$ cat config.mk
export PLATFORM = sky130hd
export DESIGN_NAME = smmgd_top
export DESIGN_NICKNAME = d
export VERILOG_FILES = /design/src/smmgd_io_route.v /design/src/smmgd_top.v
export VERILOG_INCLUDE_DIRS = /design/src
export SDC_FILE = /design/constraint.sdc
export NUM_CORES = 1
export LEC_CHECK = 0
export BUFFER_PORTS_ARGS = -buffer_cell sky130_fd_sc_hd__buf_2
export CAP_MARGIN = 20
export CORE_ASPECT_RATIO = 1.1
export CORE_MARGIN = 1
export CORE_UTILIZATION = 45
export DETAILED_ROUTE_END_ITERATION = 10
export HOLD_SLACK_MARGIN = 0.05
export PLACE_DENSITY = 0.68
export SKIP_CTS_REPAIR_TIMING = 1
export SKIP_LAST_GASP = 1
export SLEW_MARGIN = 25
export SYNTH_ARGS = -nofsm -noshare
export SYNTH_HDL_FRONTEND = slang
export SYNTH_SLANG_ARGS = --single-unit
$ cat constraint.sdc
create_clock -name sys_clk -period 3.9 [get_ports sys_clk]
set_input_delay 0.195 -clock sys_clk [delete_from_list [all_inputs] [get_ports sys_clk]]
set_output_delay 0.195 -clock sys_clk [all_outputs]
set_load 0.005 [all_outputs]
$ cat src/smmgd_consts.vh
// Contract
// - grant management memory per enable, open, qualifier
// - closed: code anywhere, data not legacy
// - closed with open illegal; may abort
// - code-line read is code, others data
// - closed only legacy; qualifier only enabled ranges
// - legacy range: management memory, else VGA/south
// - top segment: system memory unless enabled; granted
// - denied high/top segment: writebacks kept, others abort and flag
// - high range disabled goes south for abort
// - granted high range maps onto legacy range
// - VGA port only when exactly one enabled
// - inbound enabled-range hit aborts; flag high/top
// - inbound management accesses skip processor snooping
// - inbound to bridge aborts; DMA is inbound
// - south-origin abort-bound request aborted directly
// - I/O decodes bits 15:3; bit 16 wraps
// - config and VGA I/O decoded before ranges
// - after power-on all I/O to south
// - low bits from byte enables; VGA first
// - ten-bit VGA match, every byte inside
// - full decode matches sixteen bits, every byte
// - config port accesses with enable are config
// - I/O inside enabled base-limit window to port
// - unmatched I/O goes to south link
`ifndef SMMGD_CONSTS_VH
`define SMMGD_CONSTS_VH

// ==================================================
// register offsets
`define SMMGD_OFF_MGMT 8'h00
`define SMMGD_OFF_VGA 8'h04
`define SMMGD_OFF_IOEN 8'h08
`define SMMGD_OFF_TOP_SEGMENT 8'h0C
`define SMMGD_OFF_STAT 8'h10
`define SMMGD_OFF_CFG 8'h14
`define SMMGD_OFF_WIN 8'h20

// ==================================================
// field positions
`define SMMGD_B_GEN 0
`define SMMGD_B_HEN 1
`define SMMGD_B_TEN 2
`define SMMGD_B_LOCK 3
`define SMMGD_B_CLOSED 4
`define SMMGD_B_OPEN 5
`define SMMGD_B_VGAFULL 8
`define SMMGD_B_CFGEN 31
`define SMMGD_B_FLAG 0
`define SMMGD_B_LASTDEST 4

// ==================================================
// reset values
`define SMMGD_RST_MGMT 6'h00
`define SMMGD_RST_PORTS 6'h00
`define SMMGD_RST_TOP_SEGMENT 16'h0000
`define SMMGD_RST_WIN 4'h0

// ==================================================
// destination codes
`define SMMGD_D_SYSMEM 3'h0
`define SMMGD_D_MGMT 3'h1
`define SMMGD_D_SOUTH 3'h2
`define SMMGD_D_PORT 3'h3
`define SMMGD_D_ABORT 3'h4
`define SMMGD_D_CFG 3'h5

// ==================================================
// address ranges
`define SMMGD_LEGACY_TAG 19'h00005
`define SMMGD_HIGH_TAG 19'h07F6D
`define SMMGD_VGA_LO0 16'h03B0
`define SMMGD_VGA_HI0 16'h03BB
`define SMMGD_VGA_LO1 16'h03C0
`define SMMGD_VGA_HI1 16'h03DF
`define SMMGD_CFG_ADDRESS_PORT_QW 13'h019F
`define SMMGD_CFG_DATA_PORT_QW 13'h019F

`endif

$ cat src/smmgd_io_route.v
`timescale 1ns/1ps
`include "smmgd_consts.vh"

module smmgd_io_route #(
    parameter NPORT = 6
) (
    input wire [16:3] ioAddr,
    input wire [7:0] byteEn,
    input wire inbound,
    input wire cfgEnable,
    input wire [NPORT-1:0] ioEnable,
    input wire [NPORT-1:0] vgaEnable,
    input wire [NPORT-1:0] vgaFull,
    input wire [4*NPORT-1:0] baseFlat,
    input wire [4*NPORT-1:0] limitFlat,
    output reg [2:0] destCode,
    output reg [2:0] destPort,
    output reg [15:0] fwdAddr
);

// ==================================================
// helpers

// vga range match, upper bits dropped unless full decode
function vgaHit;
    input [15:0] a;
    input full;
    reg [15:0] m;
    begin
        m = full ? a : {6'h00, a[9:0]};
        vgaHit = (m >= `SMMGD_VGA_LO0 && m <= `SMMGD_VGA_HI0) ||
                 (m >= `SMMGD_VGA_LO1 && m <= `SMMGD_VGA_HI1);
    end
endfunction

// ==================================================
// decode
reg [2:0] firstByte;
reg [2:0] lastByte;
reg [15:0] startAddr;
reg [15:0] endAddr;
reg matched;
integer p;
integer b;

// ordered routing: vga, config, windows, south
always @*
begin
    firstByte = 3'h0;
    lastByte = 3'h0;
    for (b = 7; b >= 0; b = b - 1)
    begin
        if (byteEn[b])
            firstByte = b[2:0];
    end
    for (b = 0; b < 8; b = b + 1)
    begin
        if (byteEn[b])
            lastByte = b[2:0];
    end
    // bit 16 dropped so the access wraps to the bottom
    startAddr = {ioAddr[15:3], firstByte};
    endAddr = {ioAddr[15:3], lastByte};
    fwdAddr = startAddr;
    destCode = `SMMGD_D_SOUTH;
    destPort = 3'h0;
    matched = 1'b0;
    for (p = 0; p < NPORT; p = p + 1)
    begin
        if (!matched && ioEnable[p] && vgaEnable[p] &&
            vgaHit(startAddr, vgaFull[p]) && vgaHit(endAddr, vgaFull[p]))
        begin
            matched = 1'b1;
            destCode = `SMMGD_D_PORT;
            destPort = p[2:0];
        end
    end
    if (!matched && cfgEnable &&
        ((ioAddr[15:3] == `SMMGD_CFG_ADDRESS_PORT_QW && byteEn == 8'h0F) ||
         (ioAddr[15:3] == `SMMGD_CFG_DATA_PORT_QW && byteEn[3:0] == 4'h0 && byteEn[7:4] != 4'h0)))
    begin
        matched = 1'b1;
        destCode = inbound ? `SMMGD_D_ABORT : `SMMGD_D_CFG;
    end
    for (p = 0; p < NPORT; p = p + 1)
    begin
        if (!matched && ioEnable[p] &&
            startAddr[15:12] >= baseFlat[4*p +: 4] &&
            startAddr[15:12] <= limitFlat[4*p +: 4])
        begin
            matched = 1'b1;
            destCode = `SMMGD_D_PORT;
            destPort = p[2:0];
        end
    end
end

endmodule

$ cat src/smmgd_top.v
`timescale 1ns/1ps
`include "smmgd_consts.vh"

module smmgd_top #(
    parameter NPORT = 6
) (
    input wire sys_clk,
    input wire rst,
    input wire [7:0] regAddr,
    input wire [31:0] regWrData,
    input wire regWr,
    input wire regRd,
    output reg [31:0] regRdData_ff,
    input wire reqValid,
    input wire [35:0] reqAddr,
    input wire [7:0] reqByteEn,
    input wire reqIsIo,
    input wire reqCodeRead,
    input wire reqWriteback,
    input wire mgmtQualifierN,
    input wire reqInbound,
    input wire reqFromSouth,
    input wire reqToBridge,
    output reg rspValid_ff,
    output reg [2:0] rspDest_ff,
    output reg [2:0] rspPort_ff,
    output reg [35:0] rspAddr_ff,
    output reg rspNoSnoop_ff,
    output reg mgmtErrFlag_ff
);

// ==================================================
// control registers
reg [5:0] mgmtCtrl_ff;
reg [NPORT-1:0] vgaEnable_ff;
reg [NPORT-1:0] vgaFull_ff;
reg [NPORT-1:0] ioEnable_ff;
reg [15:0] tsegTop_ff;
reg [15:0] tsegSize_ff;
reg cfgEnable_ff;
reg [4*NPORT-1:0] winBase_ff;
reg [4*NPORT-1:0] winLimit_ff;
reg [2:0] lastDest_ff;

wire gEn = mgmtCtrl_ff[`SMMGD_B_GEN];
wire hEn = mgmtCtrl_ff[`SMMGD_B_HEN];
wire tEn = mgmtCtrl_ff[`SMMGD_B_TEN];
wire lock = mgmtCtrl_ff[`SMMGD_B_LOCK];
wire closed = mgmtCtrl_ff[`SMMGD_B_CLOSED];
wire open = mgmtCtrl_ff[`SMMGD_B_OPEN];
wire [2:0] winIdx = regAddr[4:2];
wire winSel = (regAddr[7:5] == 3'h1) && (winIdx < NPORT);

// ==================================================
// helpers

// access grant for one request
function grantAccess;
    input g;
    input lk;
    input cl;
    input op;
    input qual;
    input code;
    input legacy;
    begin
        if (!g)
            grantAccess = 1'b0;
        else if (op && !lk)
            grantAccess = 1'b1;
        else if (!qual)
            grantAccess = 1'b0;
        else if (cl && !code && legacy)
            grantAccess = 1'b0;
        else
            grantAccess = 1'b1;
    end
endfunction

// ==================================================
// range detection
wire [15:0] tsegLow = tsegTop_ff - tsegSize_ff;
wire inLegacy = (reqAddr[35:17] == `SMMGD_LEGACY_TAG);
wire inHigh = (reqAddr[35:17] == `SMMGD_HIGH_TAG);
wire inTseg = (reqAddr[35:20] >= tsegLow) && (reqAddr[35:20] < tsegTop_ff);
wire legacyOn = gEn && !hEn;
wire highOn = gEn && hEn;
wire tsegOn = gEn && tEn;
wire isCode = reqCodeRead;
wire qualified = !mgmtQualifierN;
wire illegal = closed && open;
wire grantLegacy = grantAccess(gEn, lock, closed, open, qualified, isCode, 1'b1);
wire grantOther = grantAccess(gEn, lock, closed, open, qualified, isCode, 1'b0);

// ==================================================
// vga port selection
reg [3:0] vgaCount;
reg [2:0] vgaPort;
integer i;

// count vga-enabled ports and remember one of them
always @*
begin
    vgaCount = 4'h0;
    vgaPort = 3'h0;
    for (i = 0; i < NPORT; i = i + 1)
    begin
        if (vgaEnable_ff[i])
        begin
            vgaCount = vgaCount + 4'h1;
            vgaPort = i[2:0];
        end
    end
end

wire vgaOne = (vgaCount == 4'h1);

// ==================================================
// i/o routing
wire [2:0] ioDest;
wire [2:0] ioPort;
wire [15:0] ioFwd;

smmgd_io_route #(
    .NPORT(NPORT)
) ioRoute (
    .ioAddr(reqAddr[16:3]),
    .byteEn(reqByteEn),
    .inbound(reqInbound),
    .cfgEnable(cfgEnable_ff),
    .ioEnable(ioEnable_ff),
    .vgaEnable(vgaEnable_ff),
    .vgaFull(vgaFull_ff),
    .baseFlat(winBase_ff),
    .limitFlat(winLimit_ff),
    .destCode(ioDest),
    .destPort(ioPort),
    .fwdAddr(ioFwd)
);

// ==================================================
// memory disposition
reg [2:0] nxtDest;
reg [2:0] nxtPort;
reg [35:0] nxtAddr;
reg nxtNoSnoop;
reg errSet;

// route one request from its range, grant and origin
always @*
begin
    nxtDest = `SMMGD_D_SYSMEM;
    nxtPort = 3'h0;
    nxtAddr = reqAddr;
    nxtNoSnoop = 1'b0;
    errSet = 1'b0;
    if (reqIsIo)
    begin
        nxtDest = ioDest;
        nxtPort = ioPort;
        nxtAddr = {20'h00000, ioFwd};
        if (reqInbound && reqToBridge)
        begin
            nxtDest = `SMMGD_D_ABORT;
            nxtPort = 3'h0;
        end
    end
    else if (reqInbound)
    begin
        if (reqToBridge)
            nxtDest = `SMMGD_D_ABORT;
        else if ((inLegacy && legacyOn) || (inHigh && highOn) || (inTseg && tsegOn))
        begin
            nxtDest = `SMMGD_D_ABORT;
            nxtNoSnoop = 1'b1;
            errSet = !(inLegacy && legacyOn);
        end
        else if (inLegacy)
        begin
            nxtDest = vgaOne ? `SMMGD_D_PORT : `SMMGD_D_SOUTH;
            nxtPort = vgaOne ? vgaPort : 3'h0;
        end
        else if (inHigh)
            nxtDest = reqFromSouth ? `SMMGD_D_ABORT : `SMMGD_D_SOUTH;
    end
    else if (inLegacy)
    begin
        if (legacyOn && illegal)
            nxtDest = `SMMGD_D_ABORT;
        else if (legacyOn && grantLegacy)
            nxtDest = `SMMGD_D_MGMT;
        else if (vgaOne)
        begin
            nxtDest = `SMMGD_D_PORT;
            nxtPort = vgaPort;
        end
        else
            nxtDest = `SMMGD_D_SOUTH;
    end
    else if (inTseg)
    begin
        if (!tsegOn)
            nxtDest = `SMMGD_D_SYSMEM;
        else if (illegal)
            nxtDest = `SMMGD_D_ABORT;
        else if (grantOther || reqWriteback)
            nxtDest = `SMMGD_D_MGMT;
        else
        begin
            nxtDest = `SMMGD_D_ABORT;
            errSet = 1'b1;
        end
    end
    else if (inHigh)
    begin
        if (!highOn)
            nxtDest = reqFromSouth ? `SMMGD_D_ABORT : `SMMGD_D_SOUTH;
        else if (illegal)
            nxtDest = `SMMGD_D_ABORT;
        else if (grantOther || reqWriteback)
        begin
            nxtDest = `SMMGD_D_MGMT;
            nxtAddr = {`SMMGD_LEGACY_TAG, reqAddr[16:0]};
        end
        else
        begin
            nxtDest = `SMMGD_D_ABORT;
            errSet = 1'b1;
        end
    end
end

// ==================================================
// response stage

// present the disposition one cycle after the request
always @(posedge sys_clk)
begin
    if (rst)
    begin
        rspValid_ff <= 1'b0;
        rspDest_ff <= `SMMGD_D_SYSMEM;
        rspPort_ff <= 3'h0;
        rspAddr_ff <= 36'h000000000;
        rspNoSnoop_ff <= 1'b0;
        lastDest_ff <= `SMMGD_D_SYSMEM;
    end
    else
    begin
        rspValid_ff <= reqValid;
        if (reqValid)
        begin
            rspDest_ff <= nxtDest;
            rspPort_ff <= nxtPort;
            rspAddr_ff <= nxtAddr;
            rspNoSnoop_ff <= nxtNoSnoop;
            lastDest_ff <= nxtDest;
        end
    end
end

// ==================================================
// register writes

// invalid-access flag: a new event beats a software clear
always @(posedge sys_clk)
begin
    if (rst)
        mgmtErrFlag_ff <= 1'b0;
    else if (reqValid && errSet)
        mgmtErrFlag_ff <= 1'b1;
    else if (regWr && regAddr == `SMMGD_OFF_STAT && regWrData[`SMMGD_B_FLAG])
        mgmtErrFlag_ff <= 1'b0;
end

// configuration registers written by software
always @(posedge sys_clk)
begin
    if (rst)
    begin
        mgmtCtrl_ff <= `SMMGD_RST_MGMT;
        vgaEnable_ff <= `SMMGD_RST_PORTS;
        vgaFull_ff <= `SMMGD_RST_PORTS;
        ioEnable_ff <= `SMMGD_RST_PORTS;
        tsegTop_ff <= `SMMGD_RST_TOP_SEGMENT;
        tsegSize_ff <= `SMMGD_RST_TOP_SEGMENT;
        cfgEnable_ff <= 1'b0;
        winBase_ff <= {NPORT{`SMMGD_RST_WIN}};
        winLimit_ff <= {NPORT{`SMMGD_RST_WIN}};
    end
    else if (regWr)
    begin
        case (regAddr)
            `SMMGD_OFF_MGMT:
                mgmtCtrl_ff <= regWrData[5:0];
            `SMMGD_OFF_VGA:
            begin
                vgaEnable_ff <= regWrData[NPORT-1:0];
                vgaFull_ff <= regWrData[`SMMGD_B_VGAFULL +: NPORT];
            end
            `SMMGD_OFF_IOEN:
                ioEnable_ff <= regWrData[NPORT-1:0];
            `SMMGD_OFF_TOP_SEGMENT:
            begin
                tsegTop_ff <= regWrData[31:16];
                tsegSize_ff <= regWrData[15:0];
            end
            `SMMGD_OFF_CFG:
                cfgEnable_ff <= regWrData[`SMMGD_B_CFGEN];
            default:
            begin
                if (winSel)
                begin
                    winBase_ff[4*winIdx +: 4] <= regWrData[3:0];
                    winLimit_ff[4*winIdx +: 4] <= regWrData[7:4];
                end
            end
        endcase
    end
end

// ==================================================
// register reads

// read data stands one cycle after the strobe, zero otherwise
always @(posedge sys_clk)
begin
    if (rst)
        regRdData_ff <= 32'h00000000;
    else if (!regRd)
        regRdData_ff <= 32'h00000000;
    else
    begin
        case (regAddr)
            `SMMGD_OFF_MGMT:
                regRdData_ff <= {26'h0000000, mgmtCtrl_ff};
            `SMMGD_OFF_VGA:
                regRdData_ff <= {{(24-NPORT){1'b0}}, vgaFull_ff, {(8-NPORT){1'b0}}, vgaEnable_ff};
            `SMMGD_OFF_IOEN:
                regRdData_ff <= {{(32-NPORT){1'b0}}, ioEnable_ff};
            `SMMGD_OFF_TOP_SEGMENT:
                regRdData_ff <= {tsegTop_ff, tsegSize_ff};
            `SMMGD_OFF_STAT:
                regRdData_ff <= {25'h0000000, lastDest_ff, 3'h0, mgmtErrFlag_ff};
            `SMMGD_OFF_CFG:
                regRdData_ff <= {cfgEnable_ff, 31'h00000000};
            default:
            begin
                if (winSel)
                    regRdData_ff <= {24'h000000, winLimit_ff[4*winIdx +: 4], winBase_ff[4*winIdx +: 4]};
                else
                    regRdData_ff <= 32'h00000000;
            end
        endcase
    end
end

endmodule

==> run summary <==
Sequential Power Share - 47.1%
Psw - 1.06 mW
Clock Tree Buf Depth - 2
Placed insts - 1787
Slew Limit Headroom - 40.8%
Detailed placement HPWL - 25.2 mm
Final Non-Filler Cells - 1854
Data required, critical path - 4.23 ns
Setup Skew - 0.0108 ns
Final worst slack - -0.0686 ns
Critical path's slowest cell - fa_2
Wire length per cell - 18.3 µm
Die area - 0.0247 mm²
Filler cell count - 2165
Site Rows - 59
Antenna violations before repair - 0
Largest net degree at the start of global routing - 82
Startpoint types - flop
Die width - 150 µm
Drt total wl - 34.0 mm
Area leader, netlist - dfxtp_1
Clock transition at path regs - 0.07 ns
FF+latch count, synth - 182
Fin. Hold Viols - 0
Num Clock Sinks - 182
Vias per std cell - 5.73
RSZ-0062 raised after global routing - true
Port bufs - 172
Skew-Pair Late Insertion Delay - 0.44 ns
Min Clock Period, post-route - 3.97 ns
Yosys warnings - 0
Max cap viols - 0
Post-synth EDFFs - 0
Pins Over Slew Limit - 0
Worst Setup Slack post-DPL - -0.328 ns
Worst hold margin - 0.0326 ns
Core area - 0.0236 mm²
Ant diodes - 0
Sequential area share after synthesis - 33.6%
DR pass1 iterations - 5
Setup TNS - -0.688 ns
Cells after synthesis - 1333
Endpoints failing setup - 15
Tightest Hold Check Type - in -> reg
Area contributors post-synth - dfxtp_1, ha_1, nand2_1
Synth Cell Area - 0.0108 mm²
Kind of cell adding the most delay to the critical path - compound AO/OA/AOI/OAI gates
Clock Power Share - 41.7%
Crit path arrival time - 4.30 ns
CP Class - reg -> reg
DR iter-0 viols - 792
Ys async rst share - 0%
CTS buffer count - 17
Worst Path Max Fanout - 3
Part of the power in combinational logic - 11.2%
Slowest cell delay on critical path - 0.35 ns
Pint - 2.95 mW
Total vias in the final route - 10622
Final net count - 1737
First-pass GRT wire length - 51.2 mm
Drt drc - 0
Most common library cell in the layout ignoring fill and taps - dfxtp_1
Fmax - 252 MHz
Failing checks - setup timing
Area delta synth->final - 22.2%
Setup crit end kind - flop
Count of cell types in the netlist - 80
Share of layout cells above drive strength 1 - 19.4%
Root buf cell - clkbuf_16
Vias in the first global route - 9537
Register area - 0.00365 mm²
Status - complete, but fails checks
Total I/O pin count - 173
Leakage power total - 5.20 nW
Peak VDD IR - 0.000299 V
Buf/Inv on CP - 5
Commonest non-fill, non-tap cells in the layout - dfxtp_1, buf_2, nand2_1
Final Cycle Share - 102%
Die H - 165 µm
Grt total ovfl - 0
TritonCTS clock tree - built
Htree depth - 4
Worst slew pin tran - 0.885 ns
Crit path cell chain - inv_2, ha_4, inv_2, fa_2, a21o_1, a21oi_2, o21a_1, o31ai_4, nor4_4, o31ai_2, a21oi_1, xor2_1, ha_1, nand4_1, buf_4, o41ai_4, o211ai_1, buf_4, buf_12, a21oi_4, o211ai_1, and3_1
Avg Cell Area, Syn - 8.12 µm²
Gpl congestion - 0.895
Power Density - 303 mW/mm²
Syn nets - 1534
Antenna Violating Nets Remaining - 0
Initial Util - 45.8%
Net Sw Frac - 26.5%
Synth top area share - 33.6%
Multi-input gate area - 0.00676 mm²
Most used flip-flop cell after synthesis - dfxtp_1
All-layer global routing usage - 27.2%
-- final cells by class --
| class | instances | share of cell area, % |
|---|---|---|
| Multi-Input combinational cell | 990 | 51.1 |
| Sequential cell | 182 | 27.6 |
| Timing Repair Buffer | 245 | 11.3 |
| Clock buffer | 21 | 3.63 |
| Tap cell | 305 | 2.88 |
| Inverter | 100 | 2.84 |
| Clock inverter | 11 | 0.681 |
-- worst register-to-register path, stage by stage, from the launching register on --
cell and delay [ns]:
dfxtp_2 0.32, inv_2 0.07, ha_4 0.13, inv_2 0.04
fa_2 0.35, a21o_1 0.18, a21oi_2 0.16, o21a_1 0.22
o31ai_4 0.08, nor4_4 0.28, o31ai_2 0.10, a21oi_1 0.16
xor2_1 0.09, ha_1 0.33, nand4_1 0.12, buf_4 0.16
o41ai_4 0.26, o211ai_1 0.15, buf_4 0.17, buf_12 0.13
a21oi_4 0.13, o211ai_1 0.10, and3_1 0.16
-- worst paths after layout --
kind                   start         endpoint  slack (ns)  cells after the start
max            tsegTop_ff[0]   lastDest_ff[1]       -0.07                     22
min               reqAddr[0]    rspAddr_ff[0]        0.03                      3
max reg2reg    tsegTop_ff[0]   lastDest_ff[1]       -0.07                     22
min reg2reg  tsegSize_ff[14]  tsegSize_ff[14]        0.45                      2
-- cell usage after synthesis (9+ instances only) --
library cell	count
dfxtp_1	182
nand2_1	166
nor2_1	139
a21oi_1	116
ha_1	104
inv_1	98
mux2i_1	61
nand3_1	55
clkbuf_1	52
nor3_1	35
o21ai_0	34
a22oi_1	29
nor2b_1	14
nand4_1	13
a31oi_1	11
and2_1	11
a211oi_1	9
nand2b_1	9
xor2_1	9
-- sequential cells by signal, indices dropped and copies added (netlist names) --
register	cells
rspNoSnoop_ff	1
mgmtErrFlag_ff	1
winBase_ff	24
rspPort_ff	3
cfgEnable_ff	1
ioEnable_ff	6
mgmtCtrl_ff	6
rspValid_ff	1
lastDest_ff	3
tsegTop_ff	16
rspAddr_ff	36
winLimit_ff	24
vgaEnable_ff	6
vgaFull_ff	6
tsegSize_ff	16
regRdData_ff	32
-- power by group through the flow --
stage,Combinational [mW],Sequential (mW),Clock (mW)
after CTS,0.407,1.89,1.70
final,0.449,1.89,1.67
after detailed placement,0.405,1.93,0
after floorplan,0.219,1.93,0
after global placement,0.397,1.93,0
after global routing,0.490,1.89,1.78
-- metrics by stage --
stage          instance area (µm²)  utilization [%]  power, mW
2_1_floorplan                10800                -       2.15
3_3_place_gp                 12100             51.4       2.33
3_5_place_dp                 12100             51.4       2.34
4_1_cts                      12700             53.8       4.00
5_1_grt                      13200             56.0       4.16
6_report                     13200             56.0       4.01
-- routing by layer --
metal	wire (µm)	up-vias	track usage (%)
li1	-	5139	-
met1	13800	4973	33.6
met2	16000	429	45.2
met3	2510	81	4.39
met4	1620	0	14.7
met5	0	-	0
-- kinds of logic (layout without fill, tap and decap cells) --
logic type	after synthesis	count (layout)	share of synthesized area (%)
compound gates	294	295	17.4
xor+xnor	19	19	1.80
fa+ha+maj	105	105	12.2
buf+inv	162	377	5.72
flops	182	182	33.6
mux	69	69	7.30
simple gates	502	502	21.9
(Power assumes the default switching activity.)
